--- src/core/flash_guard_pkg.sv ---
`default_nettype none
package flash_guard_pkg;
  // Register byte addresses on the Wishbone bus.
  localparam logic [31:0] ROM_SEC_ADDR = 32'hffffe518;
  localparam logic [31:0] CTRL_STAT_ADDR = 32'hffffe520;
  localparam logic [31:0] IRQ_STAT_ADDR = 32'hffffe528;
  localparam logic [31:0] IRQ_MASK_ADDR = 32'hffffe52c;

  // Control/status field positions.
  localparam int RDY_POS = 0;
  localparam int PRG_POS = 1;
  localparam int KIND_POS = 2;
  localparam int PROT_LSB = 4;
  localparam int PROT_MSB = 7;
  localparam int RSEC_POS = 0;

  // Reset values.
  localparam logic PRG_RST = 1'b0;
  localparam logic RSEC_RST = 1'b1;
  localparam logic [3:0] PROT_RST = 4'h0;
  localparam logic [3:0] IRQ_RST = 4'h0;
  localparam logic [31:0] ZERO_WORD = 32'h0000_0000;
  localparam logic [3:0] ALL_LANES = 4'hf;

  // Interrupt event bits.
  localparam int EV_DONE = 0;
  localparam int EV_FAIL = 1;
  localparam int EV_REJECT = 2;
  localparam int EV_PROT = 3;
  localparam int EV_COUNT = 4;

  typedef enum logic [2:0] {
    RB_READY = 3'b001,
    RB_BUSY = 3'b010,
    RB_FAIL = 3'b100
  } rb_state_t;

  typedef struct packed {
    rb_state_t st;
    logic program_issue_bit;
    logic rsecon;
    logic locked;
    logic [3:0] prot;
    logic [3:0] irq_st;
    logic [3:0] irq_mask;
    logic ack;
    logic [31:0] rdata;
    logic fwd;
    logic rej;
  } guard_state_t;
endpackage : flash_guard_pkg
`default_nettype wire

--- src/core/flash_status_and_rom_guard.sv ---
// Local design decision: the Wishbone slave port.
`timescale 1ns/1ps
`default_nettype none
module flash_status_and_rom_guard
  import flash_guard_pkg::*;
#(
  parameter logic ROM_KIND = 1'b0,
  parameter int AREAS = 4
) (
  // Clock, reset and enable
  input wire logic ref_clk,
  input wire logic nrst,
  input wire logic clk_en,
  // Wishbone classic slave
  input wire logic wb_cyc_i,
  input wire logic wb_stb_i,
  input wire logic wb_we_i,
  input wire logic [31:0] wb_adr_i,
  input wire logic [3:0] wb_sel_i,
  input wire logic [31:0] wb_dat_i,
  output logic [31:0] wb_dat_o,
  output logic wb_ack_o,
  // Command path from the CPU toward the array
  input wire logic cmd_req_i,
  input wire logic cmd_is_prog_i,
  input wire logic cmd_is_reset_i,
  input wire logic [1:0] cmd_area_i,
  output logic cmd_fwd_o,
  output logic cmd_reject_o,
  // Automatic operation controller
  input wire logic op_start_i,
  input wire logic op_done_i,
  input wire logic op_fail_i,
  input wire logic [AREAS-1:0] protect_i,
  // Status toward the system
  output logic ready_busy_o,
  output logic rom_secure_o,
  output logic irq_o
);

  guard_state_t q;
  guard_state_t d;

  logic bus_req;
  logic bus_wr;
  logic full_word;
  logic cmd_ok;
  logic prot_hit;
  logic [EV_COUNT-1:0] ev;
  logic [3:0] clr;

  function automatic logic [31:0] ctrl_word(input guard_state_t s, input logic kind);
    logic [31:0] w;
    w = ZERO_WORD;
    w[RDY_POS] = (s.st == RB_READY);
    w[PRG_POS] = s.program_issue_bit;
    w[KIND_POS] = kind;
    w[PROT_MSB:PROT_LSB] = s.prot;
    return w;
  endfunction : ctrl_word

  function automatic logic [31:0] nib_word(input logic [3:0] v);
    logic [31:0] w;
    w = ZERO_WORD;
    w[3:0] = v;
    return w;
  endfunction : nib_word

  // A new request is seen in its first cycle; ack follows one edge later.
  assign bus_req = wb_cyc_i && wb_stb_i && !q.ack;
  // Writes land on the edge at which the master samples ack.
  assign bus_wr = wb_cyc_i && wb_stb_i && wb_we_i && q.ack;
  assign full_word = (wb_sel_i == ALL_LANES);

  assign prot_hit = cmd_is_prog_i && q.prot[cmd_area_i];

  always_comb begin
    cmd_ok = 1'b0;
    ev = '0;
    clr = '0;
    d = q;
    d.fwd = 1'b0;
    d.rej = 1'b0;
    d.prot = protect_i[3:0];

    // Read path and acknowledge.
    d.ack = bus_req;
    if (bus_req) begin
      if (wb_adr_i == CTRL_STAT_ADDR) begin
        d.rdata = ctrl_word(q, ROM_KIND);
      end else if (wb_adr_i == ROM_SEC_ADDR) begin
        d.rdata = ZERO_WORD;
        d.rdata[RSEC_POS] = q.rsecon;
      end else if (wb_adr_i == IRQ_STAT_ADDR) begin
        d.rdata = nib_word(q.irq_st);
      end else if (wb_adr_i == IRQ_MASK_ADDR) begin
        d.rdata = nib_word(q.irq_mask);
      end else begin
        // Unmapped addresses still answer, reading zero.
        d.rdata = ZERO_WORD;
      end
    end

    // Write path; the read-only fields simply ignore writes.
    if (bus_wr) begin
      if (wb_adr_i == CTRL_STAT_ADDR) begin
        if (wb_sel_i[0]) begin
          d.program_issue_bit = wb_dat_i[PRG_POS];
        end
      end else if (wb_adr_i == ROM_SEC_ADDR) begin
        // Only whole-word writes are honoured for this register.
        if (full_word) begin
          d.rsecon = wb_dat_i[RSEC_POS];
        end
      end else if (wb_adr_i == IRQ_STAT_ADDR) begin
        if (wb_sel_i[0]) begin
          clr = wb_dat_i[3:0];
        end
      end else if (wb_adr_i == IRQ_MASK_ADDR) begin
        if (wb_sel_i[0]) begin
          d.irq_mask = wb_dat_i[3:0];
        end
      end
    end

    // Command gating.
    if (cmd_req_i) begin
      if (cmd_is_reset_i) begin
        cmd_ok = 1'b1;
        d.locked = 1'b0;
        d.st = RB_READY;
      end else if (q.locked || !q.program_issue_bit) begin
        // Without the issue bit set the interface passes only reset commands.
        ev[EV_REJECT] = 1'b1;
      end else if (q.st != RB_READY) begin
        d.locked = 1'b1;
        ev[EV_REJECT] = 1'b1;
      end else if (prot_hit) begin
        ev[EV_PROT] = 1'b1;
      end else begin
        cmd_ok = 1'b1;
      end
    end
    d.fwd = cmd_ok;
    d.rej = cmd_req_i && !cmd_ok;

    // Ready/busy tracking of the automatic operation.
    if (!(cmd_req_i && cmd_is_reset_i)) begin
      case (q.st)
        RB_READY: begin
          if (op_start_i) begin
            d.st = RB_BUSY;
          end
        end
        RB_BUSY: begin
          if (op_fail_i) begin
            d.st = RB_FAIL;
            ev[EV_FAIL] = 1'b1;
          end else if (op_done_i) begin
            d.st = RB_READY;
            ev[EV_DONE] = 1'b1;
          end
        end
        RB_FAIL: begin
          // Only a reset or a reset command leaves this state.
          d.st = RB_FAIL;
        end
        default: begin
          d.st = RB_READY;
        end
      endcase
    end

    // A new event wins over a clear in the same cycle.
    d.irq_st = (q.irq_st & ~clr) | ev;
  end

  always_ff @(posedge ref_clk) begin
    if (!nrst) begin
      q.st <= RB_READY;
      q.program_issue_bit <= PRG_RST;
      q.rsecon <= RSEC_RST;
      q.locked <= 1'b0;
      q.prot <= PROT_RST;
      q.irq_st <= IRQ_RST;
      q.irq_mask <= IRQ_RST;
      q.ack <= 1'b0;
      q.rdata <= ZERO_WORD;
      q.fwd <= 1'b0;
      q.rej <= 1'b0;
    end else if (clk_en) begin
      q <= d;
    end
  end

  assign wb_dat_o = q.rdata;
  assign wb_ack_o = q.ack;
  assign cmd_fwd_o = q.fwd;
  assign cmd_reject_o = q.rej;
  assign ready_busy_o = (q.st == RB_READY);
  assign rom_secure_o = q.rsecon;
  assign irq_o = |(q.irq_st & q.irq_mask);

endmodule : flash_status_and_rom_guard
`default_nettype wire

--- config.mk ---
export PLATFORM = sky130hd
export DESIGN_NAME = flash_status_and_rom_guard
export DESIGN_NICKNAME = d
export VERILOG_FILES = /design/src/core/flash_guard_pkg.sv /design/src/core/flash_status_and_rom_guard.sv
export SDC_FILE = /design/constraint.sdc
export NUM_CORES = 1
export LEC_CHECK = 0
export BUFFER_PORTS_ARGS = -buffer_cell sky130_fd_sc_hd__buf_2
export CAP_MARGIN = 10
export CORE_MARGIN = 2
export CORE_UTILIZATION = 35
export DETAILED_ROUTE_END_ITERATION = 8
export PLACE_DENSITY = 0.79
export SYNTH_ARGS = -nofsm -noshare
export SYNTH_HDL_FRONTEND = slang
export SYNTH_SLANG_ARGS = --single-unit
--- constraint.sdc ---
create_clock -name ref_clk -period 3.9 [get_ports ref_clk]
set_input_delay 0.195 -clock ref_clk [delete_from_list [all_inputs] [get_ports ref_clk]]
set_output_delay 0.195 -clock ref_clk [all_outputs]
set_load 0.03 [all_outputs]
# Yosys cells after proc, flatten, opt, wreduce, memory -nomap -nowiden

Index checks and enable logic that the tools add are counted.

Register bits after elaboration: 53
Bits in latches: 0
Memory bits (writable): 0
Bits in read-only memories: 0
Input port bits: 86
Output and inout port bits: 38
Logic and storage cells: 85
Memories kept: 0

Add/subtract/negate cells: 0
Multiply operators: 0
Div/mod/pow operators: 0
Order comparisons: 1
Eq/ne operators: 10
Shift operators: 0
Muxes and demuxes: 38
Bitwise gates (word level): 7
Reduce and logical (&&, ||, !) cells: 18

Operators with widths:

| operator                                                   | number |
|---|---|
| equality test 32 bit, second input constant                | 4 |
| two-way mux 4 bit                                          | 8 |
| two-way mux 3 bit                                          | 6 |
| two-way mux 1 bit                                          | 17 |
| one-hot mux 3 bit (3 select lines)                         | 1 |
| bitwise AND 4 bit                                          | 2 |
| two-way mux 2 bit                                          | 4 |
| two-way mux 8 bit                                          | 1 |
| AND reduction 4 bit                                        | 2 |
| logical AND 1 bit                                          | 7 |
| AND reduction 7 bit                                        | 1 |
| AND reduction 5 bit                                        | 1 |
| equality test 4 bit, second input constant                 | 1 |
| inverter 4 bit                                             | 1 |
| bitwise OR 4 bit                                           | 1 |
| OR reduction 4 bit                                         | 1 |
| equality test 3 x 1 -> 1 bit, second input constant        | 1 |
| equality test 3 x 2 -> 1 bit, second input constant        | 1 |
| equality test 3 bit, second input constant                 | 1 |
| logical NOT 1 bit                                          | 3 |
| less-than comparator 2 x 3 -> 1 bit, second input constant | 1 |
| inequality test 3 x 1 -> 1 bit, second input constant      | 1 |
| inverter 1 bit                                             | 3 |
| binary-select mux 1 bit (select 2 bit)                     | 1 |
| other kinds (4)                                            | 4 |

# Logic depth before layout (Yosys ltp)

Word-level depth: 10
Gate-level depth with buffers: 7
Depth with buffers taken out: 5

# Worst setup path before layout

No wires, ideal clock.

Path type: register -> register
From: register q[50] (netlist name)
To: register q[42] (netlist name)
Library setup time: 0.070 ns
Arrival time: 1.750 ns
Required time: 3.830 ns
Slack: 2.080 ns
Stages on the path, launching flop included: 7
Path buffers: 1
Clock period less this slack: 1.820 ns
Path through: dfxtp_1 -> buf_2 -> nor3b_2 -> and3b_1 -> nor4b_1 -> o21ai_0 -> a21oi_1

Word-level cells in the longest chain between the ends: 6

Ends and longest elaborated chain:

| what                           | RTL line                          | text |
|---|---|---|
| from (decl)                    | flash_status_and_rom_guard.sv:41  | `guard_state_t q;` |
| inequality test 3 x 1 -> 1 bit | flash_status_and_rom_guard.sv:135 | `end else if (q.st != RB_READY) begin` |
| two-way mux 1 bit              | flash_status_and_rom_guard.sv:135 |  |
| two-way mux 1 bit              | flash_status_and_rom_guard.sv:132 | `end else if (q.locked \|\| !q.program_issue_bit) begin` |
| two-way mux 2 bit              | flash_status_and_rom_guard.sv:128 | `if (cmd_is_reset_i) begin` |
| two-way mux 2 bit              | flash_status_and_rom_guard.sv:127 | `if (cmd_req_i) begin` |
| bitwise OR 4 bit               | flash_status_and_rom_guard.sv:175 | `d.irq_st = (q.irq_st & ~clr) \| ev;` |

Every way passes these cells.
A chain may end at the register's enable or synchronous reset.

# Final worst setup path

Same ends and word-level chain as after synthesis.

==> impl_metrics.yaml <==
critical_path:
  r2r-start: "q[50]"
  timing.critical_path.to_type: "flip-flop"
  setup.worst_path.start_class: "flip-flop"
  cp-startpoint: "q[50]"
  critical_path_class: "flip-flop to flip-flop"
  timing.critical_path.slowest_cell_delay_ns: 0.47
  cp.required_ns: 4.11
  worst-path-buf-inv: 0
  critical-path-top-delay-family: "simple AND/OR/NAND/NOR gates"
  worst_ep_arrival_time_ns: 1.98
  critical_path_peak_fanout: 8
  critical_path_top_delay_cell: "sky130_fd_sc_hd__dfxtp_1"
  path_cells: "nor3b_2, and3b_1, nor4b_1, o21ai_0, a21oi_1"
place:
  dp_worst_setup_slack_ns: 2.058
  place_hpwl_um: 3216
  gp_weighted_congestion: 0.8564
  dpl-instance-area_um2: 2123
  number_of_buffer_cells_added_on_primary_ports: 71
clock_network:
  h-tree-depth: 2
  postCtsHoldBufs: 0
  post_cts_resized: 0
  cts_root_buf: "sky130_fd_sc_hd__clkbuf_8"
  clock-sinks: 29
  cts_inserted_buffers: 5
  worst_setup_hold_path_clk_slew_ns: 0.06
  worst_skew_pair.late_latency_ns: 0.28
  postCtsSetupBuffers: 0
  cts_tree: "done"
  clock_path_buffers: 2
power_and_ir_drop:
  irDropWorstVdd_mv: 0.2728
  power_frac_clock: 0.390
  power.leakage_uw: 0.001015
  p_sw_uw: 186.3
  internal-power_uw: 501.8
  seqPwrFrac: 0.448
  p_per_area_nw_per_um2: 309.3
  swShare: 0.2707
  comb_power_share: 0.162
  power.total_uw: 688.1
timing:
  period_utilization_post_route: 0.4536
  worst_slack_ns: 2.131
  final.setup_skew_ns: 0.008236
  period_minus_slack_ns: 1.769
  rsz0062_at_grt: "false"
  fin_setup_tns_ns: 0
  timing.final.hold_violations: 0
  maxClockFrequency_mhz: 565.3
  slew_viol_final: 0
  worst_hold_slack_ns: 0.1144
  setup_viol: 0
floorplan:
  die_x_um: 76.94
  ios: 124
  floorplan.core_area_um2: 5107
  design.die.area_um2: 5919
  die_h_um: 76.94
  placement_rows: 26
  start_util: 0.3645
logic_synthesis:
  postSynth.topFlopCell: "sky130_fd_sc_hd__dfxtp_1"
  asyncSetResetFlopFracSynth: 0
  yosysWarnings: 0
  synth_sequential_area_ratio: 0.3118
  synth-edff-count: 0
  post_synth.cell_area_avg_um2: 8.951
  netlist_instances: 208
  syn_area_um2: 1862
  post_synthesis_cell_type_count: 51
  synth_seq_cells: 29
cells_and_area:
  finalNetCount: 356
  layout.cell_area.non_filler_um2: 2225
  area_growth_pct: 19.49
  antenna_cells_inserted: 0
  post_route_cells_drive_above_1_share: 0.3469
global_route:
  vias_in_the_first_global_route: 1582
  grtUsageTotal: 0.1402
  antenna_found_initial: 0
  gr-total-overflow: 0
  grt_first_pass_wirelength_um: 6706
  grt_max_degree: 31
routing:
  viasPerCell: 4.768
  wl_um: 4041
  detail_route.drc_violations: 0
  final_antenna_net_count: 0
  routed_wire_length_per_instance_um: 11.85
  drt_iter0_markers: 104
  number_of_detailed_routing_iterations_run_before_antenna_repair: 6
  num_vias: 1626
hold_path:
  min_path_type: "input pin to flip-flop"
  min_from: "wb_dat_i[3]"
job:
  cap_violations: 0
outcome:
  result_of_the_run: "completed"
==> logic make-up after synthesis <==
family | synth area share
other | 0.002014
DFF | 0.3118
xor gates and xnor gates | 0.004705
and+or+nand+nor | 0.3212
muxes | 0.06586
buffers and inverters | 0.1519
AOI/OAI and AO/OA | 0.1425
==> sequential cells by signal (all words and copies together) (netlist names) <==
name and flops:
cmd_fwd_o 1, cmd_reject_o 1, q 17, rom_secure_o 1, wb_ack_o 1, wb_dat_o 8
==> area by class of cell <==
| cell class | instances | area, um^2 |
|---|---|---|
| multi-input combinational | 159 | 1085 |
| clock inverter | 1 | 5.005 |
| fill | 515 | 2883 |
| timing repair buffer | 71 | 355.3 |
| sequential | 29 | 580.6 |
| tap | 70 | 87.58 |
| clock buffer | 7 | 96.34 |
| inverter | 4 | 15.01 |
==> power groups by stage <==
| stage | combinational [uW] | clock, uW | sequential [uW] |
|---|---|---|---|
| 2_1_floorplan | 89.0 | 0 | 314 |
| 3_5_place_dp | 112 | 0 | 315 |
| 5_1_grt | 122 | 289 | 309 |
| 4_1_cts | 112 | 275 | 308 |
| 3_3_place_gp | 110 | 0 | 314 |
| 6_report | 111 | 269 | 308 |
==> per-stage QoR <==
| stage | instances | util |
|---|---|---|
| floorplan | 231 | - |
| global placement | 333 | 0.4157 |
| detailed placement | 333 | 0.4157 |
| CTS | 341 | 0.4356 |
| global route | 341 | 0.4356 |
| finish | 341 | 0.4356 |
==> placed cells by master (no fill, tap or decap), types with 3 or more instances in the layout <==
| master | synthesis | layout |
|---|---|---|
| sky130_fd_sc_hd__a31oi_1 | 3 | 3 |
| sky130_fd_sc_hd__buf_2 | 1 | 71 |
| sky130_fd_sc_hd__nor2b_1 | 17 | 17 |
| sky130_fd_sc_hd__nand4_1 | 5 | 5 |
| sky130_fd_sc_hd__and2_1 | 4 | 4 |
| sky130_fd_sc_hd__a22oi_1 | 8 | 8 |
| sky130_fd_sc_hd__mux2i_1 | 10 | 10 |
| sky130_fd_sc_hd__inv_1 | 4 | 4 |
| sky130_fd_sc_hd__conb_1 | 1 | 24 |
| sky130_fd_sc_hd__dfxtp_1 | 29 | 29 |
| sky130_fd_sc_hd__nor2_1 | 7 | 7 |
| sky130_fd_sc_hd__a21oi_1 | 3 | 3 |
| sky130_fd_sc_hd__nor4_4 | 3 | 3 |
| sky130_fd_sc_hd__nand2_1 | 14 | 14 |
| sky130_fd_sc_hd__nand3_1 | 8 | 8 |
| sky130_fd_sc_hd__nor4_1 | 3 | 3 |
| sky130_fd_sc_hd__o21ai_0 | 6 | 6 |
| sky130_fd_sc_hd__o31ai_1 | 5 | 5 |
| sky130_fd_sc_hd__clkbuf_8 | 0 | 7 |
==> worst register-to-register path, delay by kind of cell (launching register included) <==
family	cells	cell delay (ns)
AOI/OAI and AO/OA	2	0.25
DFF	1	0.47
and+or+nand+nor	3	0.98
==> worst paths after layout <==
kind | cells after the start | end | slack (ns)
worst min register to register | 2 | wb_dat_o[1] | 0.47
worst min-delay path | 2 | q[42] | 0.11
worst max register to register | 5 | q[42] | 2.13
worst max-delay path | 5 | q[42] | 2.13
==> per-layer routing <==
metal | routed length (um) | GRT usage | vias to the layer above
li1 | - | - | 823
met1 | 1685 | 0.1639 | 735
met2 | 2010 | 0.2404 | 64
met3 | 313 | 0.05176 | 4
met4 | 31 | 0.03818 | 0
met5 | 0 | 0 | -
==> Yosys cell counts, drive strengths merged (2+ instances only) <==
cell type / number / area share
or4b: 3 / 0.020
a21oi: 5 / 0.017
and2: 4 / 0.013
and3b: 2 / 0.0094
o31ai: 5 / 0.020
mux2i: 10 / 0.054
a22oi: 8 / 0.032
nand3: 9 / 0.027
dfxtp: 29 / 0.31
nor2: 7 / 0.014
or2: 3 / 0.010
nor4b: 2 / 0.0094
nand2: 14 / 0.028
nor3b: 3 / 0.015
a31oi: 3 / 0.010
o21ai: 7 / 0.019
nor2b: 17 / 0.057
nor4: 6 / 0.044
clkbuf: 6 / 0.012
inv: 4 / 0.0081
a21boi: 3 / 0.012
buf: 33 / 0.13
and3: 3 / 0.013
nand4: 5 / 0.017
(Power assumes the default switching activity.)
